[src/common/pcr_defines.vh]
// Purpose: Offsets, reset values and field positions of the pad control bank
// Assumes: APB byte addresses, one 32-bit word per register
// Notes: Definitions only
`ifndef PCR_DEFINES_VH
`define PCR_DEFINES_VH

`define PCR_ADDR_W 12
`define PCR_OFF_DRIVE_B3C 12'h238
`define PCR_OFF_SLEW_B0L 12'h300
`define PCR_OFF_SLEW_B0H 12'h304
`define PCR_OFF_SLEW_B1L 12'h308
`define PCR_OFF_SLEW_B1H 12'h30C
`define PCR_OFF_SLEW_B2L 12'h310
`define PCR_OFF_SLEW_B2H 12'h314
`define PCR_OFF_SLEW_B3L 12'h318
`define PCR_OFF_SLEW_B3H 12'h31C
`define PCR_OFF_HYST_B0L 12'h380
`define PCR_OFF_HYST_B0H 12'h384
`define PCR_OFF_HYST_B1L 12'h388
`define PCR_OFF_HYST_B1H 12'h38C

`define PCR_RST_DRIVE 16'hAAAA
`define PCR_RST_SLEW 16'h0000
`define PCR_RST_HYST 16'h0000

`define PCR_CTRL_MSB 15
`define PCR_GATE_LSB 16
`define PCR_GROUP_W 8

`define PCR_DRIVE_2MA 2'h0
`define PCR_DRIVE_4MA 2'h1
`define PCR_DRIVE_CODE10 2'h2
`define PCR_DRIVE_12MA 2'h3

`endif

[src/rtl/pcr_bank.v]
// Purpose: APB register bank for pad drive, slew and hysteresis controls
// Assumes: APB3 slave, zero wait states, synchronous inputs
// Notes: Unmapped addresses read zero, ignore writes and raise pslverr
//
// Added by the designer: the APB register port.
`include "pcr_defines.vh"

// How it works
// - A write changes control bit n only if bit n+16 of the word is one.
// - With gate bit n+16 zero, control bit n keeps its old value.
// - Upper sixteen gate bits are write-only strobes, never stored, read zero.
// - Drive register holds eight pins, two bits each.
// - Drive code 00 is 2mA, 01 is 4mA, 11 is 12mA.
// - Drive half-word resets to 0xAAAA.
// - One slew bit per pin: zero slow, one fast.
// - Slew register bits 15:8 second group, bits 7:0 first group.
// - One hysteresis bit per pin: zero off, one Schmitt input.
// - Hysteresis register bits 15:8 second group, bits 7:0 first group.
// - Slew and hysteresis fields reset to zero.
module pcr_bank (
    input wire clk,
    input wire rst_b,
    input wire psel,
    input wire penable,
    input wire pwrite,
    input wire [`PCR_ADDR_W-1:0] paddr,
    input wire [31:0] pwdata,
    output wire pready,
    output wire [31:0] prdata,
    output wire pslverr,
    output wire [15:0] drive_code_bank3_group_c,
    output wire [7:0] slew_select_bank0_group_a,
    output wire [7:0] slew_select_bank0_group_b,
    output wire [7:0] slew_select_bank0_group_c,
    output wire [7:0] slew_select_bank0_group_d,
    output wire [7:0] slew_select_bank1_group_a,
    output wire [7:0] slew_select_bank1_group_b,
    output wire [7:0] slew_select_bank1_group_c,
    output wire [7:0] slew_select_bank1_group_d,
    output wire [7:0] slew_select_bank2_group_a,
    output wire [7:0] slew_select_bank2_group_b,
    output wire [7:0] slew_select_bank2_group_c,
    output wire [7:0] slew_select_bank2_group_d,
    output wire [7:0] slew_select_bank3_group_a,
    output wire [7:0] slew_select_bank3_group_b,
    output wire [7:0] slew_select_bank3_group_c,
    output wire [7:0] slew_select_bank3_group_d,
    output wire [7:0] hysteresis_bank0_group_a,
    output wire [7:0] hysteresis_bank0_group_b,
    output wire [7:0] hysteresis_bank0_group_c,
    output wire [7:0] hysteresis_bank0_group_d,
    output wire [7:0] hysteresis_bank1_group_a,
    output wire [7:0] hysteresis_bank1_group_b,
    output wire [7:0] hysteresis_bank1_group_c,
    output wire [7:0] hysteresis_bank1_group_d,
    output wire [15:0] drive_ma_pin_en_2ma,
    output wire [15:0] drive_ma_pin_en_4ma,
    output wire [15:0] drive_ma_pin_en_12ma
);

    localparam integer NREG = 13;
    localparam integer IDX_DRIVE = 0;

    // ===========================================
    // Address decode
    // ===========================================
    reg [NREG-1:0] hit;
    always @* begin
        hit = {NREG{1'b0}};
        case (paddr)
            `PCR_OFF_DRIVE_B3C: hit[0] = 1'b1;
            `PCR_OFF_SLEW_B0L: hit[1] = 1'b1;
            `PCR_OFF_SLEW_B0H: hit[2] = 1'b1;
            `PCR_OFF_SLEW_B1L: hit[3] = 1'b1;
            `PCR_OFF_SLEW_B1H: hit[4] = 1'b1;
            `PCR_OFF_SLEW_B2L: hit[5] = 1'b1;
            `PCR_OFF_SLEW_B2H: hit[6] = 1'b1;
            `PCR_OFF_SLEW_B3L: hit[7] = 1'b1;
            `PCR_OFF_SLEW_B3H: hit[8] = 1'b1;
            `PCR_OFF_HYST_B0L: hit[9] = 1'b1;
            `PCR_OFF_HYST_B0H: hit[10] = 1'b1;
            `PCR_OFF_HYST_B1L: hit[11] = 1'b1;
            `PCR_OFF_HYST_B1H: hit[12] = 1'b1;
            default: hit = {NREG{1'b0}};
        endcase
    end

    wire access = psel && penable;
    wire mapped = |hit;
    // Zero wait states: every access completes in its first access cycle
    assign pready = 1'b1;
    assign pslverr = access && !mapped;

    // ===========================================
    // Register instances
    // ===========================================
    wire [15:0] val [0:NREG-1];

    genvar r;
    generate
        for (r = 0; r < NREG; r = r + 1) begin : g_reg
            // Drive resets to AAAA slew and hysteresis reset clear
            pcr_masked_reg #(
                .RESET_VAL((r == IDX_DRIVE) ? `PCR_RST_DRIVE : ((r < 9) ? `PCR_RST_SLEW : `PCR_RST_HYST))
            ) u_reg (
                .clk(clk),
                .rst_b(rst_b),
                .wr_en(access && pwrite && hit[r]),
                .wr_data(pwdata),
                .value(val[r])
            );
        end
    endgenerate

    // ===========================================
    // Read path
    // ===========================================
    reg [15:0] rd_ctrl;
    integer k;
    always @* begin
        rd_ctrl = 16'h0000;
        for (k = 0; k < NREG; k = k + 1) begin
            if (hit[k]) begin
                rd_ctrl = rd_ctrl | val[k];
            end
        end
    end
    // Captured in the setup cycle so read data stands from a flop through the access cycle
    reg [31:0] prdata_q;
    always @(posedge clk or negedge rst_b) begin
        if (!rst_b) begin
            prdata_q <= 32'h0000_0000;
        end else if (psel && !penable && !pwrite) begin
            // Gate half never stored, so it reads zero
            prdata_q <= {16'h0000, rd_ctrl};
        end else if (!access) begin
            prdata_q <= 32'h0000_0000;
        end
    end
    assign prdata = prdata_q;

    // ===========================================
    // Pad outputs
    // ===========================================
    assign drive_code_bank3_group_c = val[0];

    // Low register feeds groups A/B, high register C/D
    assign slew_select_bank0_group_a = val[1][`PCR_GROUP_W-1:0];
    assign slew_select_bank0_group_b = val[1][`PCR_CTRL_MSB:`PCR_GROUP_W];
    assign slew_select_bank0_group_c = val[2][`PCR_GROUP_W-1:0];
    assign slew_select_bank0_group_d = val[2][`PCR_CTRL_MSB:`PCR_GROUP_W];
    assign slew_select_bank1_group_a = val[3][`PCR_GROUP_W-1:0];
    assign slew_select_bank1_group_b = val[3][`PCR_CTRL_MSB:`PCR_GROUP_W];
    assign slew_select_bank1_group_c = val[4][`PCR_GROUP_W-1:0];
    assign slew_select_bank1_group_d = val[4][`PCR_CTRL_MSB:`PCR_GROUP_W];
    assign slew_select_bank2_group_a = val[5][`PCR_GROUP_W-1:0];
    assign slew_select_bank2_group_b = val[5][`PCR_CTRL_MSB:`PCR_GROUP_W];
    assign slew_select_bank2_group_c = val[6][`PCR_GROUP_W-1:0];
    assign slew_select_bank2_group_d = val[6][`PCR_CTRL_MSB:`PCR_GROUP_W];
    assign slew_select_bank3_group_a = val[7][`PCR_GROUP_W-1:0];
    assign slew_select_bank3_group_b = val[7][`PCR_CTRL_MSB:`PCR_GROUP_W];
    assign slew_select_bank3_group_c = val[8][`PCR_GROUP_W-1:0];
    assign slew_select_bank3_group_d = val[8][`PCR_CTRL_MSB:`PCR_GROUP_W];

    // Schmitt enables, same group split
    assign hysteresis_bank0_group_a = val[9][`PCR_GROUP_W-1:0];
    assign hysteresis_bank0_group_b = val[9][`PCR_CTRL_MSB:`PCR_GROUP_W];
    assign hysteresis_bank0_group_c = val[10][`PCR_GROUP_W-1:0];
    assign hysteresis_bank0_group_d = val[10][`PCR_CTRL_MSB:`PCR_GROUP_W];
    assign hysteresis_bank1_group_a = val[11][`PCR_GROUP_W-1:0];
    assign hysteresis_bank1_group_b = val[11][`PCR_CTRL_MSB:`PCR_GROUP_W];
    assign hysteresis_bank1_group_c = val[12][`PCR_GROUP_W-1:0];
    assign hysteresis_bank1_group_d = val[12][`PCR_CTRL_MSB:`PCR_GROUP_W];

    // ===========================================
    // Drive code decode, pin n at bits 2n+1:2n
    // ===========================================
    // Code 10 is left undecoded: its strength is not reliably known
    genvar p;
    generate
        for (p = 0; p < 8; p = p + 1) begin : g_pin
            wire [1:0] code = val[0][2*p+1:2*p];
            assign drive_ma_pin_en_2ma[p] = (code == `PCR_DRIVE_2MA);
            assign drive_ma_pin_en_4ma[p] = (code == `PCR_DRIVE_4MA);
            assign drive_ma_pin_en_12ma[p] = (code == `PCR_DRIVE_12MA);
            assign drive_ma_pin_en_2ma[p+8] = 1'b0;
            assign drive_ma_pin_en_4ma[p+8] = 1'b0;
            assign drive_ma_pin_en_12ma[p+8] = 1'b0;
        end
    endgenerate

endmodule

[src/rtl/pcr_masked_reg.v]
// Purpose: One 16-bit control half-word with per-bit write gating
// Assumes: wr_en is a single-cycle write strobe from the bus slave
// Notes: Gating bits are never stored
`include "pcr_defines.vh"

module pcr_masked_reg #(
    parameter [15:0] RESET_VAL = 16'h0000
) (
    input wire clk,
    input wire rst_b,
    input wire wr_en,
    input wire [31:0] wr_data,
    output wire [15:0] value
);

    reg [15:0] ctrl_q;

    genvar n;
    generate
        for (n = 0; n < 16; n = n + 1) begin : g_bit
            always @(posedge clk or negedge rst_b) begin
                if (!rst_b) begin
                    ctrl_q[n] <= RESET_VAL[n];
                end else if (wr_en && wr_data[n + `PCR_GATE_LSB]) begin
                    ctrl_q[n] <= wr_data[n];
                end
                // Gate low: bit holds
            end
        end
    endgenerate

    assign value = ctrl_q;

endmodule
[config.mk]
export PLATFORM = sky130hd
export DESIGN_NAME = pcr_bank
export DESIGN_NICKNAME = d
export VERILOG_FILES = /design/src/rtl/pcr_bank.v /design/src/rtl/pcr_masked_reg.v
export VERILOG_INCLUDE_DIRS = /design/src /design/src/common
export SDC_FILE = /design/constraint.sdc
export NUM_CORES = 1
export LEC_CHECK = 0
export BUFFER_PORTS_ARGS = -buffer_cell sky130_fd_sc_hd__buf_4
export CORE_MARGIN = 5
export CORE_UTILIZATION = 48
export DETAILED_ROUTE_END_ITERATION = 10
export PLACE_DENSITY = 0.81
export SLEW_MARGIN = 40
export SYNTH_ARGS = -nofsm -noshare
export SYNTH_HDL_FRONTEND = slang
export SYNTH_HIERARCHICAL = 1
export SYNTH_SLANG_ARGS = --single-unit
[constraint.sdc]
create_clock -name clk -period 1.4 [get_ports clk]
set_input_delay 0.07 -clock clk [delete_from_list [all_inputs] [get_ports clk]]
set_output_delay 0.07 -clock clk [all_outputs]
set_load 0.05 [all_outputs]
==> results_dict.tcl, run 1 <==
set metrics [dict create \
    outcome "finished, violations left" \
    failed_checks "negative setup slack" \
    grt_pass1_wl_um 73360 \
    max-cap-violations 0 \
    post-synth-top-count-cell "sky130_fd_sc_hd__nand2_1" \
    final_core_util_pct 72.38 \
    postRouteAntennaNets 0 \
    final_total_power_mw 14.78 \
    row_count 58 \
    port-buffer-count 297 \
    drtIter0Drc 1232 \
    grt_max_degree 53 \
    synthDominantCellAreaShare_pct 43.90 \
    max-vdd-ir-drop_v 0.0007505 \
    critical_register_to_register_path_startpoint "g_reg[7].u_reg/value[3]" \
    comb_power_share_pct 8.9 \
    cp_max_fo 6 \
    cts-htree-levels 1 \
    yosysTopAreaCell "sky130_fd_sc_hd__dfrtp_1" \
    ys_warn_count 6 \
    dominantRegCellSynth "sky130_fd_sc_hd__dfrtp_1" \
    final.period_utilization_pct 114.6 \
    gp_routability_congestion 0.9734 \
    avgSynthCellArea_um2 11.83 \
    drc_errors 0 \
    clock_power_share_pct 47.2 \
    hp-class "in -> async" \
    vias 11380 \
    power_report.internal_total_mw 11.15 \
    ctsRootBufferMaster "sky130_fd_sc_hd__clkbuf_16" \
    yosysUniqueCellTypes 60 \
    max_slew.worst_pin.slew_ps 613.7 \
    post_synth_instance_area_um2 12310 \
    netlist_top_cells_area "sky130_fd_sc_hd__dfrtp_1 44%, sky130_fd_sc_hd__mux2_4 16%, sky130_fd_sc_hd__mux2_2 8.3%" \
    fin_ws_ps -205.0 \
    core_area_um2 25250 \
    dieHeight_um 170.2 \
    clk-insertion-delay-late_ps 530 \
    timing_hold_violations_final 0 \
    worst-endpoint-required_ps 1330 \
    route.detailed.wl_per_inst_um 26.52 \
    clkTransAtPathRegs_ps 60 \
    leakage_nw 9.198 \
    layout-drive-gt1-share_pct 62.61 \
    post_synth_inst_count 1041 \
    number_of_flip_flops_and_latches_in_the_synthesized_netlist 224 \
    filler_cell_count 1625 \
    post-route-cell-area_um2 18280 \
    num-nets-final 1609 \
    critical_path_class "reg -> out" \
    global_route.usage.total_pct 33.25 \
    synth_enable_flop_cells 0 \
    area.growth.synth_to_final_pct 48.47 \
    dieWidth_um 170.2 \
    fmax_ghz 0.6230 \
    detailedPlace.worstSlack_ps -692.0 \
    power.density_cell_area_nw_per_um2 808.4 \
    report.final.setup_viol 40 \
    synthTopCellsByCount "229 x sky130_fd_sc_hd__nand2_1, 216 x sky130_fd_sc_hd__dfrtp_1, 130 x sky130_fd_sc_hd__mux2_4" \
    worstPathArrival_ps 1540 \
    layout_min_cycle_time_ps 1605 \
    cts_buffers 25 \
    switching_power_mw 3.627 \
    clock_tree.buffer_depth 3 \
    slew-limit-headroom_pct 58.94 \
    finClkSkew_ps 12.80 \
    ys_async_sr_fraction_pct 100.0 \
    setup.worst_path.end_class "output port" \
    crit_start "g_reg[0].u_reg/value[7]" \
    place.detailed.hpwl_um 35240 \
    cts_tree "yes" \
    total_wirelength_of_the_detailed_routed_design_um 50650 \
    ys_seq_area_share_pct 45.61 \
    first_global_vias 11770 \
    worst_hold_slack_ps 81.28 \
    finalMaxSlewViolations 0 \
    first_pass_iters 6 \
    power.share.switching_pct 24.55 \
    antenna_found_initial 2 \
    starting_density_of_the_core_pct 48.75 \
    num_io_pins 339 \
    rsz_0062_raised_after_global_routing "true" \
    drt-vias-per-instance 5.959 \
    globalRouteOverflowTotal 0 \
    dpl-instance-area_um2 16280 \
    clock-sinks 224 \
    power_frac_seq_pct 43.9 \
    die_area_um2 28950 \
    start_kind "flip-flop" \
]
sequential cells by signal, indices dropped and copies added, names as in the netlist:
name,cells
g.u_reg/value,208
prdata,16
worst paths after layout:
| check | depth (start not counted) | endpoint | slack, ps |
|---|---|---|---|
| worst max-delay path | 2 | drive_ma_pin_en_12ma[3] | -210 |
| worst min-delay path | 2 | g_reg[12].u_reg/value[6] | 80 |
| worst max register to register | 5 | prdata[3] | -190 |
| worst min register to register | 2 | prdata[6] | 510 |
| max in group asynchronous | 3 | g_reg[0].u_reg/value[9] | 660 |
| min in group clk | 4 | prdata[13] | 90 |
timing repair:
| action | in CTS | in global routing |
|---|---|---|
| hold buffers | 33 | 0 |
| setup buffers | 13 | 20 |
| endpoints found under the hold margin | 428 | 0 |
| gates cloned | 0 | 1 |
| endpoints found under the setup margin | 153 | 83 |
| resized for setup | 85 | 46 |
| pin swaps | 13 | 24 |
worst max-delay path, stage by stage, from the launching register on:
cell and delay (ps):
sky130_fd_sc_hd__dfstp_2 680, sky130_fd_sc_hd__and2_4 190, sky130_fd_sc_hd__buf_8 140
power groups by stage:
stage / combinational, mW / sequential, mW / clock [mW]
4_1_cts: 1.27 / 6.48 / 7.03
3_5_place_dp: 1.19 / 6.60 / 0
6_report: 1.32 / 6.48 / 6.98
5_1_grt: 1.37 / 6.48 / 7.28
3_3_place_gp: 1.18 / 6.60 / 0
2_1_floorplan: 0.568 / 6.62 / 0
metrics by stage:
| step | std cells | setup TNS (ps) |
|---|---|---|
| 6_report | 1910 | -3862 |
| 5_1_grt | 1910 | -5420 |
| 4_1_cts | 1887 | -3093 |
| 3_5_place_dp | 1796 | -123890 |
| 3_3_place_gp | 1796 | -119160 |
| 2_1_floorplan | 1080 | -45110 |
routing by layer:
metal	share of wire [%]	global-route usage, %
met3	10	7.038
met4	6.1	16.53
met5	0	0
met2	47	54.25
met1	37	42.11
placed cells by master, fill, tap and decap left out, drive strengths merged, types with 17 or more instances in the layout:
| cell | n |
|---|---|
| a22oi | 19 |
| buf | 513 |
| clkbuf | 37 |
| conb | 41 |
| dfrtp | 216 |
| dlygate4sd3 | 33 |
| mux2 | 221 |
| mux2i | 37 |
| nand2 | 229 |
| nand3 | 17 |
| nor2 | 32 |
cells by family (layout without fill, tap and decap cells):
group	Yosys count	count (layout)	synth area share, %
compound gates	105	105	6.443
buf+inv	98	596	6.382
flops	224	224	45.61
mux	265	265	28.47
other cells	2	43	0.06100
simple gates	347	347	13.04
final cells by class:
cell class	count	area [um^2]	share of cell area (%)
diodes	2	5.005	0.02738
clock buffers	36	716.9	3.922
clock inverters	9	148.9	0.8146
inverters	4	15.01	0.08214
multi-input cells	758	6615	36.19
flip-flops and latches	224	5679	31.07
well taps	330	412.9	2.259
repair buffers	547	4686	25.63
Power figures use the tool's default switching activity.
==> run 2: changes to the inputs <==
--- a/config.mk
+++ b/config.mk
@@ -6,6 +6,7 @@
 export SDC_FILE = /design/constraint.sdc
 export NUM_CORES = 1
 export LEC_CHECK = 0
+export ABC_AREA = 1
 export BUFFER_PORTS_ARGS = -buffer_cell sky130_fd_sc_hd__buf_4
 export CORE_MARGIN = 5
 export CORE_UTILIZATION = 48
==> results_dict.tcl, run 2 <==
set metrics [dict create \
    netlist_top_cells_area "sky130_fd_sc_hd__dfrtp_1 43%, sky130_fd_sc_hd__nand2_1 25%, sky130_fd_sc_hd__nand3_1 16%" \
    grt_max_degree 57 \
    switching_power_mw 3.565 \
    clock_power_share_pct 45.6 \
    avgSynthCellArea_um2 7.008 \
    setup-tns-final_ps -793.6 \
    finClkSkew_ps 11.29 \
    cp_max_fo 5 \
    critical_path_class "reg -> out" \
    final.period_utilization_pct 105.6 \
    timing_hold_violations_final 0 \
    clock_tree.buffer_depth 3 \
    setup.worst_path.end_class "output port" \
    yosysTopAreaCell "sky130_fd_sc_hd__dfrtp_1" \
    die_area_um2 29780 \
    outcome "finished, violations left" \
    worst-r2r-setup-slack_ps 100 \
    synthDominantCellAreaShare_pct 42.61 \
    total_wirelength_of_the_detailed_routed_design_um 48030 \
    starting_density_of_the_core_pct 48.68 \
    drtIter0Drc 1861 \
    post_synth_instance_area_um2 12680 \
    number_of_flip_flops_and_latches_in_the_synthesized_netlist 224 \
    power.share.switching_pct 25.34 \
    area.growth.synth_to_final_pct 36.01 \
    dieHeight_um 172.6 \
    max-cap-violations 0 \
    worstPathArrival_ps 1410 \
    core_area_um2 26060 \
    layout_min_cycle_time_ps 1478 \
    report.final.setup_viol 18 \
    power_frac_seq_pct 46.1 \
    cts-htree-levels 1 \
    final_common_cell "sky130_fd_sc_hd__nand2_1" \
    globalRouteOverflowTotal 0 \
    worst-endpoint-required_ps 1330 \
    global_route.usage.total_pct 29.94 \
    rsz_0062_raised_after_global_routing "true" \
    postRouteAntennaNets 0 \
    gp_routability_congestion 0.9239 \
    post_synth_inst_count 1810 \
    hp-class "in -> async" \
    layout-drive-gt1-share_pct 25.35 \
    first_global_vias 13350 \
    power.density_cell_area_nw_per_um2 815.5 \
    first_pass_iters 7 \
    post-route-cell-area_um2 17250 \
    max_ffs_per_register 208 \
    ys_async_sr_fraction_pct 100.0 \
    mostFrequentLayoutCells "821 x sky130_fd_sc_hd__nand2_1, 401 x sky130_fd_sc_hd__nand3_1, 338 x sky130_fd_sc_hd__buf_4" \
    antenna_found_initial 0 \
    cts_tree "yes" \
    filler_cell_count 2142 \
    synthTopCellsByCount "852 x sky130_fd_sc_hd__nand2_1, 402 x sky130_fd_sc_hd__nand3_1, 216 x sky130_fd_sc_hd__dfrtp_1" \
    final_core_util_pct 66.21 \
    vias 14140 \
    ys_seq_area_share_pct 44.27 \
    route.detailed.wl_per_inst_um 18.88 \
    drc_errors 0 \
    leakage_nw 9.451 \
    power_report.internal_total_mw 10.51 \
    fin_ws_ps -78.41 \
    yosysUniqueCellTypes 21 \
    clk-insertion-delay-late_ps 540 \
    num-nets-final 2240 \
    ys_warn_count 6 \
    dominantRegCellSynth "sky130_fd_sc_hd__dfrtp_1" \
    finalMaxSlewViolations 0 \
    failed_checks "negative setup slack" \
    comb_power_share_pct 8.3 \
    cts_buffers 25 \
    ctsRootBufferMaster "sky130_fd_sc_hd__clkbuf_16" \
    place.detailed.hpwl_um 32690 \
    dpl-instance-area_um2 15480 \
    dieWidth_um 172.6 \
    port-buffer-count 297 \
    max-vdd-ir-drop_v 0.001197 \
    fmax_ghz 0.6764 \
    start_kind "flip-flop" \
    grt_pass1_wl_um 73520 \
    post-synth-top-count-cell "sky130_fd_sc_hd__nand2_1" \
    ant_cells 0 \
    drt-vias-per-instance 5.559 \
    clock-sinks 224 \
    synth_enable_flop_cells 0 \
    row_count 59 \
    clkTransAtPathRegs_ps 60 \
    num_io_pins 339 \
]
## run 2: changes by cell type in the layout (fill, tap and decap cells not counted), moves of 82 or more
cell	delta
sky130_fd_sc_hd__inv_1	+82
sky130_fd_sc_hd__mux2_4	-138
sky130_fd_sc_hd__nand2_1	+663
sky130_fd_sc_hd__nand3_1	+387
sky130_fd_sc_hd__mux2_2	-83
sky130_fd_sc_hd__buf_4	-111
## run 2: cells by family after synthesis
group,Yosys count,share of synthesized area (%)
and+or+nand+nor,1356,44.70
other,2,0.05921
buffers and inverters,222,10.73
DFF,224,44.27
AOI/OAI and AO/OA,6,0.2367
## run 2: power by group through the flow
| stage | registers [mW] | clock network (mW) | logic [mW] |
|---|---|---|---|
| floorplan | 6.62 | 0 | 0.441 |
| global placement | 6.60 | 0 | 1.02 |
| detailed placement | 6.60 | 0 | 1.03 |
| CTS | 6.48 | 6.48 | 1.12 |
| global route | 6.48 | 6.73 | 1.23 |
| finish | 6.48 | 6.42 | 1.16 |
## run 2: cell type report
cell class                      instances  area (um^2)  share of cell area [%]
Sequential cell                       224         5623                   32.59
Timing Repair Buffer                  439         3918                   22.71
Clock buffer                           43        783.3                   4.540
Clock inverter                          2        13.76                 0.07977
Multi-Input combinational cell       1403         6121                   35.48
Inverter                               98        375.4                   2.176
Tap cell                              335        419.2                   2.429
## run 2: path summary, 6_finish.rpt
kind | startpoint | end | cells after the start
setup / recovery | g_reg[0].u_reg/value[9] | drive_ma_pin_en_12ma[4] | 3
min in group clk | penable | prdata[12] | 5
hold / removal | rst_b | g_reg[6].u_reg/value[10] | 2
hold reg to reg | prdata[3] | prdata[3] | 2
max in group asynchronous | rst_b | g_reg[0].u_reg/value[7] | 3
setup reg to reg | g_reg[0].u_reg/value[9] | prdata[9] | 9
## run 2: repair_timing
action | in CTS | in global routing
hold endpoints to repair | 424 | 0
hold buffers | 34 | 0
gates resized for setup | 51 | 63
setup endpoints to repair | 33 | 54
setup buffers | 20 | 18
pin swaps | 13 | 30
gates cloned | 0 | 4
## run 2: per-stage QoR
| step | setup slack (ps) | power, mW | hold slack, ps | instances |
|---|---|---|---|---|
| finish | -78.41 | 14.07 | 18.25 | 2544 |
| global route | -106.3 | 14.43 | 46.45 | 2544 |
| CTS | -84.29 | 14.08 | 26.05 | 2525 |
| detailed placement | -236.9 | 7.630 | -10.96 | 2430 |
| global placement | -211.1 | 7.620 | -6.618 | 2430 |
| floorplan | -33.49 | 7.057 | -225.6 | 1849 |
## run 2: critical path, cell delays in order (launching register included)
cell and delay, ps:
sky130_fd_sc_hd__dfstp_2 600, sky130_fd_sc_hd__nand2_1 60, sky130_fd_sc_hd__inv_1 60, sky130_fd_sc_hd__buf_6 150
## run 2: per-layer routing
metal,vias to the layer above,GRT usage (%),share of wire [%]
li1,6406,-,-
met1,6605,37.31,36
met2,965,49.58,47
met3,167,7.031,11
met4,0,13.63,5.2
met5,-,0,0
==> run 3: changes to the inputs <==
==> constraint.sdc (replaced) <==
create_clock -name clk -period 1.4 [get_ports clk]
set_input_delay 0.07 -clock clk [delete_from_list [all_inputs] [get_ports clk]]
set_output_delay 0.07 -clock clk [all_outputs]
set_load 0.1 [all_outputs]
==> results_dict.tcl, run 3 (same netlist as run 2, synthesis figures left out) <==
set metrics [dict create \
    outcome "finished, violations left" \
    failed_checks "negative setup slack" \
    starting_density_of_the_core_pct 48.68 \
    first_pass_iters 6 \
    dieHeight_um 172.6 \
    dieWidth_um 172.6 \
    max-cap-violations 0 \
    drc_errors 0 \
    vias 14230 \
    area.growth.synth_to_final_pct 44.66 \
    final.period_utilization_pct 115.3 \
    drt-vias-per-instance 5.569 \
    layout_min_cycle_time_ps 1614 \
    finClkSkew_ps 9.289 \
    cts_buffers 26 \
    clk-insertion-delay-late_ps 530 \
    drtIter0Drc 1667 \
    max_slew.worst_pin.slew_ps 618.0 \
    route.detailed.wl_per_inst_um 19.11 \
    final_common_cell "sky130_fd_sc_hd__nand2_1" \
    gp_routability_congestion 0.9429 \
    globalRouteMet3Util_pct 7.664 \
    fin_ws_ps -213.7 \
    die_area_um2 29780 \
    core_area_um2 26060 \
    place.detailed.hpwl_um 33040 \
    max-vdd-ir-drop_v 0.0008675 \
    grt_met2_usage_pct 51.83 \
    finalMaxSlewViolations 0 \
    setup.worst_path.end_class "output port" \
    final_core_util_pct 70.42 \
    grt_util_met1_pct 39.11 \
    hp-class "in -> async" \
    grt_max_degree 46 \
    critical_path_class "reg -> out" \
    port-buffer-count 297 \
    clock-sinks 224 \
    cts_tree "yes" \
    antenna_found_initial 0 \
    worst-endpoint-required_ps 1330 \
    layout-drive-gt1-share_pct 35.09 \
    worstPathArrival_ps 1540 \
    mostFrequentLayoutCells "824 x sky130_fd_sc_hd__nand2_1, 397 x sky130_fd_sc_hd__nand3_1, 314 x sky130_fd_sc_hd__buf_4" \
    cts-htree-levels 1 \
    start_kind "flip-flop" \
    clock_tree.buffer_depth 3 \
    cp_max_fo 6 \
    slew-limit-headroom_pct 58.75 \
    rsz_0062_raised_after_global_routing "true" \
    ctsRootBufferMaster "sky130_fd_sc_hd__clkbuf_16" \
    leakage_nw 9.438 \
    postRouteAntennaNets 0 \
    clkTransAtPathRegs_ps 60 \
    global_route.usage.total_pct 31.22 \
    grt_peak_use_layer "met2" \
    report.final.setup_viol 34 \
    row_count 59 \
    filler_cell_count 1995 \
    num_io_pins 339 \
    timing_hold_violations_final 0 \
    power.density_cell_area_nw_per_um2 810.6 \
    grt_pass1_wl_um 76080 \
    worst-r2r-setup-slack_ps 30 \
    total_wirelength_of_the_detailed_routed_design_um 48840 \
    first_global_vias 13640 \
    detailedPlace.worstSlack_ps -226.7 \
    globalRouteOverflowTotal 0 \
    fmax_ghz 0.6197 \
    num-nets-final 2250 \
    max_ffs_per_register 208 \
    ant_cells 0 \
]
-- run 3: cell count changes in the layout (fill, tap and decap cells not counted), moves of 8 or more --
cell                         previous run  this run
sky130_fd_sc_hd__nand2_2               31        18
sky130_fd_sc_hd__dfrtp_2                6       185
sky130_fd_sc_hd__inv_1                 83        74
sky130_fd_sc_hd__nor2_2                38        28
sky130_fd_sc_hd__clkinvlp_4             0         8
sky130_fd_sc_hd__buf_12                24        72
sky130_fd_sc_hd__dfrtp_1              210        23
sky130_fd_sc_hd__nor2_4                16        33
sky130_fd_sc_hd__buf_4                338       314
sky130_fd_sc_hd__dfstp_2                8         0
sky130_fd_sc_hd__dfrtp_4                0         8
sky130_fd_sc_hd__nand2_4                2        12
sky130_fd_sc_hd__dfstp_4                0         8
-- run 3: power by group --
part | leakage (nW) | switching, mW | total, mW | internal, mW
registers | 2.78 | 0.00488 | 6.48 | 6.48
logic | 6.23 | 1.18 | 1.48 | 0.300
clock network | 0.424 | 2.74 | 6.91 | 4.17
-- run 3: final timing paths --
| check | start | end | depth (start not counted) |
|---|---|---|---|
| setup / recovery | g_reg[0].u_reg/value[1] | drive_ma_pin_en_12ma[0] | 3 |
| hold / removal | rst_b | prdata[9] | 2 |
| setup reg to reg | g_reg[0].u_reg/value[13] | prdata[13] | 8 |
| hold reg to reg | prdata[8] | prdata[8] | 2 |
| max in group asynchronous | rst_b | g_reg[7].u_reg/value[3] | 3 |
| min in group clk | penable | prdata[2] | 5 |
-- run 3: timing repair --
item,CTS,global route
cloned,1,0
resized for setup,130,66
hold buffers,33,0
hold endpoints to repair,424,0
endpoints found under the setup margin,39,49
buffers inserted,18,17
pin swaps,17,26
-- run 3: routing by layer --
| layer | wire length (um) | vias to the layer above |
|---|---|---|
| met2 | 23470 | 940 |
| met3 | 5553 | 181 |
| li1 | - | 6440 |
| met5 | 0 | - |
| met1 | 17290 | 6668 |
| met4 | 2522 | 0 |
-- run 3: stage by stage --
stage                     cell area (um^2)  std cells  power (mW)  hold slack [ps]  setup TNS, ps
final                                18350       2555       14.87            55.10          -4769
after global routing                 18350       2555       15.27            61.88          -5912
after CTS                            17980       2538       14.89            32.09          -4525
after detailed placement             16260       2448       7.945            18.57         -33790
after global placement               16260       2448       7.930            23.62         -22720
after floorplan                      13410       1849       7.319           -225.6         -864.5
-- run 3: cell type report --
cell class	count	area, um^2	area share [%]
well taps	335	419.2	2.284
clock buffers	41	778.2	4.241
inverters	98	402.9	2.196
clock inverters	6	83.83	0.4568
multi-input cells	1404	6304	34.35
flip-flops and latches	224	5907	32.19
repair buffers	447	4456	24.28
-- run 3: critical path: stages, from the launching register on --
cell                         delay (ps)
sky130_fd_sc_hd__dfstp_4            680
sky130_fd_sc_hd__nand2_4             70
sky130_fd_sc_hd__clkinvlp_4          90
sky130_fd_sc_hd__buf_12             170
